## src/design/gyro_ctrl_cfg.svh

```systemverilog
`ifndef GYRO_CTRL_CFG_SVH
`define GYRO_CTRL_CFG_SVH

//------------------------------------------------------------
// Byte addresses of the low byte of each register
//------------------------------------------------------------
`define ADR_OFFSET      7'h14
`define ADR_GAIN        7'h16
`define ADR_LINES       7'h32
`define ADR_PERIOD      7'h36
`define ADR_RANGE       7'h38
`define ADR_SLEEP       7'h3A
`define ADR_CMD         7'h3E

//------------------------------------------------------------
// Reset values
//------------------------------------------------------------
`define RST_OFFSET      16'h0000
`define RST_GAIN        16'h0800
`define RST_PERIOD      16'h0001
`define RST_RANGE       16'h0402
`define RST_SLEEP       16'h0000
`define RST_LINES       16'h0000

//------------------------------------------------------------
// Readable bit masks (unused bits read zero)
//------------------------------------------------------------
`define MSK_OFFSET      16'h0FFF
`define MSK_GAIN        16'h0FFF
`define MSK_PERIOD      16'h00FF
`define MSK_RANGE       16'h0787
`define MSK_SLEEP       16'h00FF
`define MSK_LINES       16'h0303

//------------------------------------------------------------
// Field positions
//------------------------------------------------------------
`define PER_TB          7
`define RNG_POLE        7
`define CMD_RESET       7
`define CMD_FLASH       3
`define CMD_DAC         2
`define CMD_FACT        1
`define CMD_NULL        0
`define WR_FLAG         15
`define LINE_DIR        0
`define LINE_LVL        8

//------------------------------------------------------------
// Encodings
//------------------------------------------------------------
`define RANGE_320       3'b100
`define RANGE_160       3'b010
`define RANGE_80        3'b001
`define TAP_MIN_160     3'h2
`define TAP_MIN_80      3'h4
`define LOW_PWR_MIN     8'h08

//------------------------------------------------------------
// Timing in own units
//------------------------------------------------------------
`define CLK_NS          40
`define TB_FAST_NS      1953000
`define TB_SLOW_NS      60540000
`define FAST_SPS        2048
`define SLEEP_LSB_MS    500
`define BOOT_NS         1000000

`endif

```

## src/design/gyro_ctrl_pkg.sv

```systemverilog
package gyro_ctrl_pkg;

	// Core operating mode
	typedef enum logic [2:0] {
		MODE_RUN   = 3'b001,
		MODE_BOOT  = 3'b010,
		MODE_SLEEP = 3'b100
	} mode_type;

	// Claim of the two digital lines by a higher owner
	typedef struct packed {
		logic [1:0] own;
		logic [1:0] level;
	} line_claim_type;

endpackage : gyro_ctrl_pkg

```

## src/design/gyro_operational_controls.sv

```systemverilog
`timescale 1ns/10ps
`include "gyro_ctrl_cfg.svh"

// Functional notes
// - period low byte zero gives 2048 SPS
// - otherwise period is time base times (N+1)
// - range code 100/010/001 gives 320/160/80
// - reduced ranges raise taps to 2 or 4
// - pole bit selects wide or narrow bandwidth
// - two cascaded 2^m moving averages
// - add 12-bit signed offset, quarter LSB
// - multiply by unsigned 12-bit gain, 0x800 unity
// - trigger bits self-clear when done
// - soft reset reloads saved copy, reboots
// - flash, DAC latch, factory, autonull triggers
// - period byte 0x08 up enters low power
// - sleep for count times half second
// - line owners: misc, alert, then general
// - general bits 1:0 set line directions
// - general bits 9:8 set line levels
module gyro_operational_controls
	import gyro_ctrl_pkg::*;
#(
	parameter int FAST_CYC  = 1000000000 / `FAST_SPS / `CLK_NS,
	parameter int TBF_CYC   = `TB_FAST_NS / `CLK_NS,
	parameter int TBS_CYC   = `TB_SLOW_NS / `CLK_NS,
	parameter int HALF_CYC  = `SLEEP_LSB_MS * 1000000 / `CLK_NS,
	parameter int BOOT_CYC  = `BOOT_NS / `CLK_NS,
	parameter int RW        = 14
) (
	// Clock and reset
	input  wire logic                 clk,
	input  wire logic                 rstn,
	// Serial port
	input  wire logic                 sclk,
	input  wire logic                 cs_n,
	input  wire logic                 mosi,
	output logic                      miso,
	// Sensor data
	input  wire logic signed [RW-1:0] raw_rate,
	output logic                      sample_tick,
	output logic signed [RW-1:0]      rate_out,
	output logic                      rate_valid,
	// Front end and power
	output logic [2:0]                range_sel,
	output logic                      pole_wide,
	output logic                      low_power,
	output logic                      sleeping,
	output logic                      sensing,
	// External operations
	output logic                      start_dac,
	output logic                      start_null,
	input  wire logic                 dac_done,
	input  wire logic                 null_done,
	// Digital lines
	input  wire line_claim_type       misc_claim,
	input  wire line_claim_type       alert_claim,
	input  wire logic [1:0]           line_i,
	output logic [1:0]                line_o,
	output logic [1:0]                line_oe
);

	//------------------------------------------------------------
	// Registers
	//------------------------------------------------------------
	logic [15:0] offset_trim, gain_trim, period, range_filt;
	logic [15:0] sleep_dur, line_ctl, cmd;
	logic [15:0] nv_offset, nv_gain, nv_period, nv_range, nv_sleep;
	mode_type    mode;

	// Tap floor for the reduced ranges
	function automatic logic [2:0] tap_floor(input logic [2:0] rng,
	                                         input logic [2:0] taps);
		logic [2:0] lo;
		lo = 3'h0;
		if (rng == `RANGE_160)
			lo = `TAP_MIN_160;
		else if (rng == `RANGE_80)
			lo = `TAP_MIN_80;
		tap_floor = (taps < lo) ? lo : taps;
	endfunction : tap_floor

	//------------------------------------------------------------
	// Serial port
	//------------------------------------------------------------
	logic        sclk_q;
	logic [3:0]  bit_cnt;
	logic [15:0] rx_sr, tx_sr;
	wire         rise   = sclk & ~sclk_q & ~cs_n;
	wire         fall   = ~sclk & sclk_q & ~cs_n;
	wire [15:0]  word   = {rx_sr[14:0], mosi};
	wire         frame  = rise && bit_cnt == 4'hF;
	// flag, address and data byte split
	wire         wr_stb = frame & word[`WR_FLAG];
	wire         rd_stb = frame & ~word[`WR_FLAG];
	wire [6:0]   adr    = word[14:8];
	wire [7:0]   din    = word[7:0];
	wire [6:0]   adr_lo = {adr[6:1], 1'b0};
	wire         hi     = adr[0];

	// Sample on rising edge, shift out on falling edge
	always_ff @(posedge clk or negedge rstn) begin
		if (!rstn) begin
			sclk_q  <= 1'b1;
			bit_cnt <= 4'h0;
			rx_sr   <= 16'h0000;
		end else begin
			sclk_q <= sclk;
			if (cs_n)
				bit_cnt <= 4'h0;
			else if (rise) begin
				bit_cnt <= bit_cnt + 4'h1;
				rx_sr   <= word;
			end
		end
	end

	// Line levels seen by software: pin when input
	// input line reads the pin level
	wire [1:0]  lvl_rd = (line_ctl[1:0] & line_ctl[9:8]) | (~line_ctl[1:0] & line_i);

	// Read data decode, addressed by the low byte address
	// unused bits read as zero
	wire [15:0] rd_data =
		(adr_lo == `ADR_OFFSET) ? (offset_trim & `MSK_OFFSET) :
		(adr_lo == `ADR_GAIN)   ? (gain_trim   & `MSK_GAIN)   :
		(adr_lo == `ADR_PERIOD) ? (period      & `MSK_PERIOD) :
		(adr_lo == `ADR_RANGE)  ? (range_filt  & `MSK_RANGE)  :
		(adr_lo == `ADR_SLEEP)  ? (sleep_dur   & `MSK_SLEEP)  :
		(adr_lo == `ADR_LINES)  ? {6'h00, lvl_rd, 6'h00, line_ctl[1:0]} :
		16'h0000;

	// Read answer goes out in the following frame, MSB first
	always_ff @(posedge clk or negedge rstn) begin
		if (!rstn) begin
			tx_sr <= 16'h0000;
			miso  <= 1'b0;
		end else if (rd_stb) begin
			tx_sr <= {rd_data[14:0], 1'b0};
			miso  <= rd_data[15];
		end else if (fall && bit_cnt != 4'h0) begin
			tx_sr <= {tx_sr[14:0], 1'b0};
			miso  <= tx_sr[15];
		end
	end

	//------------------------------------------------------------
	// Register writes and commands
	//------------------------------------------------------------
	// each byte lands on its own address
	wire wr_off  = wr_stb && adr_lo == `ADR_OFFSET;
	wire wr_gain = wr_stb && adr_lo == `ADR_GAIN;
	wire wr_per  = wr_stb && adr_lo == `ADR_PERIOD;
	wire wr_rng  = wr_stb && adr_lo == `ADR_RANGE;
	wire wr_slp  = wr_stb && adr_lo == `ADR_SLEEP && !hi;
	wire wr_line = wr_stb && adr_lo == `ADR_LINES;
	wire wr_cmd  = wr_stb && adr_lo == `ADR_CMD && !hi;
	wire [7:0] cmd_set = wr_cmd ? din : 8'h00;

	// Operation status
	logic [23:0] boot_cnt;
	wire         boot_end = mode == MODE_BOOT && boot_cnt == 24'h0;

	// Updated range byte and tap byte, floor applied either way
	// reduced range forces a minimum tap count
	wire [2:0] new_rng  = (wr_rng && hi) ? din[2:0] : range_filt[10:8];
	wire [2:0] new_tap  = (wr_rng && !hi) ? din[2:0] : range_filt[2:0];
	wire [7:0] new_rlo  = (wr_rng && !hi) ? din : range_filt[7:0];
	wire [15:0] next_range = {5'h00, new_rng, new_rlo[7:3], tap_floor(new_rng, new_tap)};

	// Byte merge shared by all plain registers
	function automatic logic [15:0] merge(input logic [15:0] cur, input logic [15:0] msk,
	                                      input logic h, input logic [7:0] d);
		merge = (h ? {d, cur[7:0]} : {cur[15:8], d}) & msk;
	endfunction : merge

	// Control registers; reload and restore win over a write
	always_ff @(posedge clk or negedge rstn) begin
		if (!rstn) begin
			offset_trim <= `RST_OFFSET;
			gain_trim   <= `RST_GAIN;
			period      <= `RST_PERIOD;
			range_filt  <= `RST_RANGE;
			sleep_dur   <= `RST_SLEEP;
			line_ctl    <= `RST_LINES;
		end else begin
			if (wr_off)
				offset_trim <= merge(offset_trim, `MSK_OFFSET, hi, din);
			if (wr_gain)
				gain_trim <= merge(gain_trim, `MSK_GAIN, hi, din);
			if (wr_per)
				period <= merge(period, `MSK_PERIOD, hi, din);
			if (wr_rng)
				range_filt <= next_range & `MSK_RANGE;
			if (wr_slp)
				sleep_dur <= merge(sleep_dur, `MSK_SLEEP, hi, din);
			if (wr_line)
				line_ctl <= merge(line_ctl, `MSK_LINES, hi, din);
			if (cmd[`CMD_FACT]) begin
				offset_trim <= `RST_OFFSET;
				gain_trim   <= `RST_GAIN;
			end
			// reload from saved copy on soft reset
			if (cmd_set[`CMD_RESET]) begin
				offset_trim <= nv_offset;
				gain_trim   <= nv_gain;
				period      <= nv_period;
				range_filt  <= nv_range;
				sleep_dur   <= nv_sleep;
			end
		end
	end

	// Saved copy, refreshed by flash update or factory restore
	// flash update stores the settings
	always_ff @(posedge clk or negedge rstn) begin
		if (!rstn) begin
			nv_offset <= `RST_OFFSET;
			nv_gain   <= `RST_GAIN;
			nv_period <= `RST_PERIOD;
			nv_range  <= `RST_RANGE;
			nv_sleep  <= `RST_SLEEP;
		end else if (cmd[`CMD_FACT]) begin
			nv_offset <= `RST_OFFSET;
			nv_gain   <= `RST_GAIN;
		end else if (cmd[`CMD_FLASH]) begin
			nv_offset <= offset_trim;
			nv_gain   <= gain_trim;
			nv_period <= period;
			nv_range  <= range_filt;
			nv_sleep  <= sleep_dur;
		end
	end

	// Completion of each trigger; flash and restore take one cycle
	wire [7:0] cmd_done = {boot_end, 3'b000, cmd[`CMD_FLASH], dac_done,
	                       cmd[`CMD_FACT], null_done};

	// Trigger bits: a new set wins over a completion
	// trigger bits clear themselves on completion
	always_ff @(posedge clk or negedge rstn) begin
		if (!rstn) begin
			cmd        <= 16'h0000;
			start_dac  <= 1'b0;
			start_null <= 1'b0;
		end else begin
			cmd        <= {8'h00, (cmd[7:0] & ~cmd_done) | (cmd_set & 8'h8F)};
			start_dac  <= cmd_set[`CMD_DAC];
			start_null <= cmd_set[`CMD_NULL];
		end
	end

	//------------------------------------------------------------
	// Operating mode: boot, run, sleep
	//------------------------------------------------------------
	logic [23:0] half_cnt;
	logic [7:0]  slp_left;

	always_ff @(posedge clk or negedge rstn) begin
		if (!rstn) begin
			mode     <= MODE_RUN;
			boot_cnt <= 24'h0;
			half_cnt <= 24'h0;
			slp_left <= 8'h00;
		end else begin
			unique case (mode)
				MODE_RUN: begin
					if (wr_slp && din != 8'h00) begin
						mode     <= MODE_SLEEP;
						slp_left <= din;
						half_cnt <= 24'(HALF_CYC - 1);
					end
				end
				MODE_SLEEP: begin
					if (half_cnt != 24'h0)
						half_cnt <= half_cnt - 24'h1;
					else if (slp_left == 8'h01)
						mode <= MODE_RUN;
					else begin
						slp_left <= slp_left - 8'h01;
						half_cnt <= 24'(HALF_CYC - 1);
					end
				end
				MODE_BOOT: begin
					if (boot_cnt != 24'h0)
						boot_cnt <= boot_cnt - 24'h1;
					else
						mode <= MODE_RUN;
				end
			endcase
			// soft reset halts sensing and reboots
			if (cmd_set[`CMD_RESET]) begin
				mode     <= MODE_BOOT;
				boot_cnt <= 24'(BOOT_CYC - 1);
			end
		end
	end

	//------------------------------------------------------------
	// Sample period generator
	//------------------------------------------------------------
	logic [20:0] base_cnt;
	logic [6:0]  step_cnt;
	wire         fast     = period[7:0] == 8'h00;
	wire [20:0]  base_top = fast ? 21'(FAST_CYC - 1) :
	                        period[`PER_TB] ? 21'(TBS_CYC - 1) : 21'(TBF_CYC - 1);
	wire         base_end = base_cnt >= base_top;
	// zero period byte ticks every base wrap
	wire         tick_now = base_end && (fast || step_cnt >= period[6:0]);
	wire         running  = mode == MODE_RUN;

	// Counts base periods, then N+1 of them per sample
	always_ff @(posedge clk or negedge rstn) begin
		if (!rstn) begin
			base_cnt    <= 21'h0;
			step_cnt    <= 7'h00;
			sample_tick <= 1'b0;
		end else begin
			sample_tick <= running & tick_now;
			if (!running || base_end)
				base_cnt <= 21'h0;
			else
				base_cnt <= base_cnt + 21'h1;
			if (!running || tick_now)
				step_cnt <= 7'h00;
			else if (base_end)
				step_cnt <= step_cnt + 7'h01;
		end
	end

	// Front end controls and status flags
	// range code passed to the front end
	// pole bit sets front end bandwidth
	always_ff @(posedge clk or negedge rstn) begin
		if (!rstn) begin
			range_sel <= 3'(`RST_RANGE >> 8);
			pole_wide <= 1'b0;
			low_power <= 1'b0;
			sleeping  <= 1'b0;
			sensing   <= 1'b1;
		end else begin
			range_sel <= range_filt[10:8];
			pole_wide <= range_filt[`RNG_POLE];
			low_power <= period[7:0] >= `LOW_PWR_MIN;
			sleeping  <= mode == MODE_SLEEP;
			sensing   <= running;
		end
	end

	//------------------------------------------------------------
	// Two cascaded moving averages
	//------------------------------------------------------------
	logic [2:0]           taps_q;
	wire  [2:0]           taps    = range_filt[2:0];
	wire                  flush   = !running || taps != taps_q;
	wire  [7:0]           n_taps  = 8'h01 << taps;
	logic signed [RW-1:0] st_in  [0:2];
	logic                 st_vld [0:2];

	always_ff @(posedge clk or negedge rstn) begin
		if (!rstn)
			taps_q <= 3'(`RST_RANGE);
		else
			taps_q <= taps;
	end

	assign st_in[0]  = raw_rate;
	assign st_vld[0] = sample_tick;

	// Each stage has its own ring of depth 128, which covers the largest tap count
	// each stage averages 2^m samples
	genvar g;
	generate
		for (g = 0; g < 2; g++) begin : stage
			logic signed [RW-1:0]  mem [0:127];
			logic [6:0]            wp;
			logic [7:0]            fill;
			logic signed [RW+6:0]  acc;
			logic signed [RW-1:0]  avg;
			logic                  vld;
			wire  [6:0]            rp  = wp - n_taps[6:0];
			wire  signed [RW-1:0]  old = (fill >= n_taps) ? mem[rp] : '0;
			wire  signed [RW+6:0]  sum = acc + (RW+7)'(st_in[g]) - (RW+7)'(old);

			always_ff @(posedge clk) begin
				if (st_vld[g])
					mem[wp] <= st_in[g];
			end

			// Flushed on tap change so stale samples never leak in
			always_ff @(posedge clk or negedge rstn) begin
				if (!rstn) begin
					wp   <= 7'h00;
					fill <= 8'h00;
					acc  <= '0;
					avg  <= '0;
					vld  <= 1'b0;
				end else if (flush) begin
					wp   <= 7'h00;
					fill <= 8'h00;
					acc  <= '0;
					vld  <= 1'b0;
				end else begin
					vld <= st_vld[g];
					if (st_vld[g]) begin
						wp   <= wp + 7'h01;
						fill <= (fill == 8'h80) ? fill : fill + 8'h01;
						acc  <= sum;
						avg  <= RW'(sum >>> taps);
					end
				end
			end

			assign st_in[g+1]  = avg;
			assign st_vld[g+1] = vld;
		end
	endgenerate

	//------------------------------------------------------------
	// Offset and gain calibration
	//------------------------------------------------------------
	// offset in quarter rate steps, sign extended
	wire signed [RW+2:0]  with_off = ((RW+3)'(st_in[2]) <<< 2) +
	                                 (RW+3)'($signed(offset_trim[11:0]));
	wire signed [RW+15:0] scaled   = with_off * $signed({1'b0, gain_trim[11:0]});
	wire signed [RW+2:0]  trimmed  = (RW+3)'(scaled >>> 13);
	wire signed [RW+2:0]  max_v    = (RW+3)'({1'b0, {(RW-1){1'b1}}});
	wire signed [RW+2:0]  min_v    = -max_v - (RW+3)'(1);
	wire signed [RW-1:0]  clipped  = (trimmed > max_v) ? RW'(max_v) :
	                                 (trimmed < min_v) ? RW'(min_v) : RW'(trimmed);

	// Saturate rather than wrap; wrap would flip sign at full scale
	always_ff @(posedge clk or negedge rstn) begin
		if (!rstn) begin
			rate_out   <= '0;
			rate_valid <= 1'b0;
		end else begin
			rate_valid <= st_vld[2];
			if (st_vld[2])
				rate_out <= clipped;
		end
	end

	//------------------------------------------------------------
	// Digital lines
	//------------------------------------------------------------
	// misc owner first, alert next, general last
	wire [1:0] gp_oe  = line_ctl[1:0];
	wire [1:0] next_o = (misc_claim.own & misc_claim.level) |
	                    (~misc_claim.own & alert_claim.own & alert_claim.level) |
	                    (~misc_claim.own & ~alert_claim.own & line_ctl[9:8]);
	wire [1:0] next_oe = misc_claim.own | alert_claim.own | gp_oe;

	// Input lines are never driven by a level write
	// level write has no effect on inputs
	always_ff @(posedge clk or negedge rstn) begin
		if (!rstn) begin
			line_o  <= 2'b00;
			line_oe <= 2'b00;
		end else begin
			line_o  <= next_o & next_oe;
			line_oe <= next_oe;
		end
	end

endmodule : gyro_operational_controls

```

## config.mk

```make
export PLATFORM = sky130hd
export DESIGN_NAME = gyro_operational_controls
export DESIGN_NICKNAME = d
export VERILOG_FILES = /design/src/design/gyro_ctrl_pkg.sv /design/src/design/gyro_operational_controls.sv
export VERILOG_INCLUDE_DIRS = /design/src /design/src/design
export SDC_FILE = /design/constraint.sdc
export NUM_CORES = 2
export LEC_CHECK = 0
export ABC_CLOCK_PERIOD_IN_PS = 9550
export BUFFER_PORTS_ARGS = -buffer_cell sky130_fd_sc_hd__buf_2
export CORE_ASPECT_RATIO = 1.75
export CORE_MARGIN = 1.5
export CORE_UTILIZATION = 40
export CTS_BUF_LIST = sky130_fd_sc_hd__clkbuf_8
export DETAILED_ROUTE_END_ITERATION = 12
export HOLD_SLACK_MARGIN = 0.03
export SLEW_MARGIN = 20
export SYNTH_ARGS = -nofsm -noshare
export SYNTH_HDL_FRONTEND = slang
export SYNTH_SLANG_ARGS = --single-unit
export TNS_END_PERCENT = 5
```

## constraint.sdc

```tcl
create_clock -name clk -period 9.55 [get_ports clk]
set_input_delay 0.4775 -clock clk [delete_from_list [all_inputs] [get_ports clk]]
set_output_delay 0.4775 -clock clk [all_outputs]
set_load 0.05 [all_outputs]
```

==> impl_metrics.env <==
export IMPL_drt_vias_per_instance=5.454
export IMPL_antenna_found_initial=7
export IMPL_cts_buffer_depth=4
export IMPL_pre_cts_slack_ps=826.0
export IMPL_crit_type="reg -> reg"
export IMPL_post_cts_buffers=0
export IMPL_hold_viol=0
export IMPL_p_leak_nw=67.70
export IMPL_via_count=84070
export IMPL_hold_class="in -> reg"
export IMPL_clk_latency_ps=1110
export IMPL_netlist_instances=8873
export IMPL_power_total_mw=32.07
export IMPL_netlist_cell_type_count=90
export IMPL_synthToLayoutAreaGrowth_pct=12.05
export IMPL_start_kind="register"
export IMPL_critPathArrivalTime_ps=9710
export IMPL_numCtsBuffers=566
export IMPL_fmax_mhz=113.9
export IMPL_drive_above_1_share=0.2616
export IMPL_synth_fp_nets=9323
export IMPL_postSynthAreaPerCell_um2=18.84
export IMPL_grt_setup_unrepaired="false"
export IMPL_grt_pass1_wl_mm=608.8
export IMPL_slowest_stage="fa_4"
export IMPL_path_clk_slew_ps=60
export IMPL_synth_top_area_share=0.6436
export IMPL_synth_edf_count=3584
export IMPL_cp_slowest_stage_delay_ps=1240
export IMPL_synth_area_top_cells="edfxtp_1 (64%), mux4_2 (15%), dfrtp_1 (5.1%)"
export IMPL_drt_wl_total_mm=414.6
export IMPL_cp_end_kind="register"
export IMPL_core_area_um2=416800
export IMPL_gp_congestion=0.8841
export IMPL_crit_required_ps=10480
export IMPL_finalCritPeriodShare=0.9196
export IMPL_synth_largest_area_cell="edfxtp_1"
export IMPL_dp_hpwl_mm=266.7
export IMPL_setup_tns_ps=0
export IMPL_ant_nets=0
export IMPL_cp_startpoint="range_filt[0]"
export IMPL_rows=314
export IMPL_clock_sinks=3941
export IMPL_die_width_um=491.7
export IMPL_hp_start="sclk"
export IMPL_layout_nets=9908
export IMPL_syn_area_um2=167200
export IMPL_num_io_pins=61
export IMPL_wl_per_cell_um=26.89
export IMPL_dieArea_um2=422100
export IMPL_ys_seq_elements=3941
export IMPL_drt_iter0_drc=6829
export IMPL_finClkSkew_ps=93.57
export IMPL_ys_flop_type="edfxtp_1"
export IMPL_multi_input_area_um2=47570
export IMPL_grt_max_degree=105
export IMPL_grt_total_usage=0.1948
export IMPL_relSlewSlack=0.1722
export IMPL_path_max_fanout=58
export IMPL_ys_warn_count=0
export IMPL_first_pass_iters=5
export IMPL_slew_violations=0
export IMPL_ir_drop_uv=102.2
export IMPL_setup_viol=0
export IMPL_cts_root_buf="clkbuf_8"
export IMPL_port_buffers=58
export IMPL_reg2reg_from="range_filt[0]"
export IMPL_die_height_um=858.3
export IMPL_grt_pass1_vias=90470
export IMPL_register_area_um2=116600
export IMPL_drv_cap=0
export IMPL_finalWorstPathRequiredPeriod_ps=8782
export IMPL_gr_total_overflow=0
export IMPL_p_per_area_nw_per_um2=171.2
export IMPL_floorplan_initialDensity=0.4011
export IMPL_status="completed"
export IMPL_setup_slack_ps=768.1
export IMPL_fill_cells=35290
export IMPL_async_reset_ff_frac=0.09059
export IMPL_tightest_slew_ps=1236
export IMPL_seq_area_frac_synth=0.6972
export IMPL_h_tree_depth=6
export IMPL_drcViolationCount=0
export IMPL_cts_tree="yes"
-- power by group --
group | internal [mW] | leakage (nW) | switching [mW] | total (mW)
clock network | 6.20 | 5.86 | 6.50 | 12.7
registers | 18.7 | 40.9 | 0.0984 | 18.8
logic | 0.158 | 20.9 | 0.381 | 0.539
-- layout make-up --
type                       instances  area share
clock inverter                   406     0.01248
sequential                      3941      0.6225
tap                             5530     0.03693
multi-input combinational       4016      0.2539
antenna                            5  0.00006678
clock buffer                     585     0.04297
timing repair buffer             470     0.02190
inverter                         463    0.009276
-- Yosys cell counts (28+ instances only) --
master / n
a22oi_1: 28
xnor2_1: 85
nand3_1: 74
nor2_1: 565
buf_2: 106
a21oi_1: 209
mux2_2: 96
inv_1: 460
nor2b_1: 43
a21o_1: 47
clkbuf_1: 279
mux2i_1: 156
buf_1: 65
ha_1: 193
xor2_1: 87
mux4_2: 1130
fa_1: 226
dfrtp_1: 344
edfxtp_1: 3584
nor3_1: 37
o211ai_1: 73
and2_1: 128
nand4_1: 30
o21ai_0: 122
nand2_1: 370
nand2b_1: 34
-- per-layer routing --
layer / vias up / share of wire / GRT usage
li1: 36160 / - / -
met1: 44710 / 0.36 / 0.2146
met2: 2339 / 0.55 / 0.3675
met3: 859 / 0.040 / 0.02542
met4: 2 / 0.051 / 0.09153
met5: - / 0.000031 / 0
-- stage by stage --
| stage | hold slack, ps | instance area [µm²] | std cells | util |
|---|---|---|---|---|
| after floorplan | 181.9 | 167200 | 8873 | - |
| after global placement | 397.9 | 176500 | 14390 | 0.4234 |
| after detailed placement | 398.2 | 176600 | 14390 | 0.4236 |
| after CTS | 30.21 | 187300 | 15410 | 0.4492 |
| after global routing | 109.3 | 187400 | 15410 | 0.4495 |
| final | 185.8 | 187400 | 15420 | 0.4495 |
-- kinds of logic after synthesis --
family | synth area share
buffers and inverters | 0.02142
adder cells (fa/ha/maj) | 0.04156
AO/OA/AOI/OAI | 0.02422
XOR/XNOR | 0.009009
flip-flops | 0.6972
AND/OR/NAND/NOR | 0.03863
multiplexers | 0.1680
-- registers in the layout, summed over array words and instances, names as in the netlist, 14 cells and up --
name,cells
stage.acc,42
rx_sr,15
stage.fill,16
boot_cnt,24
base_cnt,21
rate_out,14
tx_sr,15
stage.avg,28
stage.mem,3584
half_cnt,24
stage.wp,14
-- path summary, 6_finish.rpt --
kind / to / slack, ps / depth (start not counted)
worst min register to register: range_sel[2] / 430 / 0
worst max register to register: stage[1].avg[13] / 770 / 25
worst min-delay path: sclk_q / 190 / 2
worst max-delay path: stage[1].avg[13] / 770 / 25
min in group asynchronous: sensing / 640 / 3
max in group asynchronous: stage[0].avg[9] / 7810 / 4
-- layout by cell type (no fill, tap or decap), types with 45 or more instances in the layout --
cell type | Yosys | final
o211ai_1 | 73 | 73
mux2_2 | 96 | 96
clkbuf_8 | 0 | 585
nor2_1 | 565 | 473
buf_12 | 0 | 45
nor2_2 | 2 | 81
xnor2_1 | 85 | 74
ha_1 | 193 | 191
clkinv_2 | 0 | 65
edfxtp_1 | 3584 | 3584
a21o_1 | 47 | 47
a21oi_1 | 209 | 209
clkinv_1 | 0 | 117
nand3_1 | 74 | 73
mux2i_1 | 156 | 156
fa_1 | 226 | 224
o21ai_0 | 122 | 122
and2_1 | 128 | 127
inv_1 | 460 | 614
xor2_1 | 87 | 87
nand2_1 | 370 | 370
buf_4 | 3 | 351
dfrtp_1 | 344 | 329
mux4_2 | 1130 | 1130
-- critical path: cells and delay by family, from the launching register on --
kind / cells / cell delay [ps]
AOI/OAI and AO/OA: 8 / 2420
muxes: 5 / 1530
DFF: 1 / 410
adders and majority gates: 4 / 2380
buffers and inverters: 5 / 960
xor gates and xnor gates: 1 / 410
and+or+nand+nor: 2 / 430
-- timing repair --
action                                 in CTS  in global routing
resized for setup                           0                  0
endpoints found under the hold margin     664                  0
hold buffers                               28                  0
No activity file was read; power rests on OpenSTA's default activity.
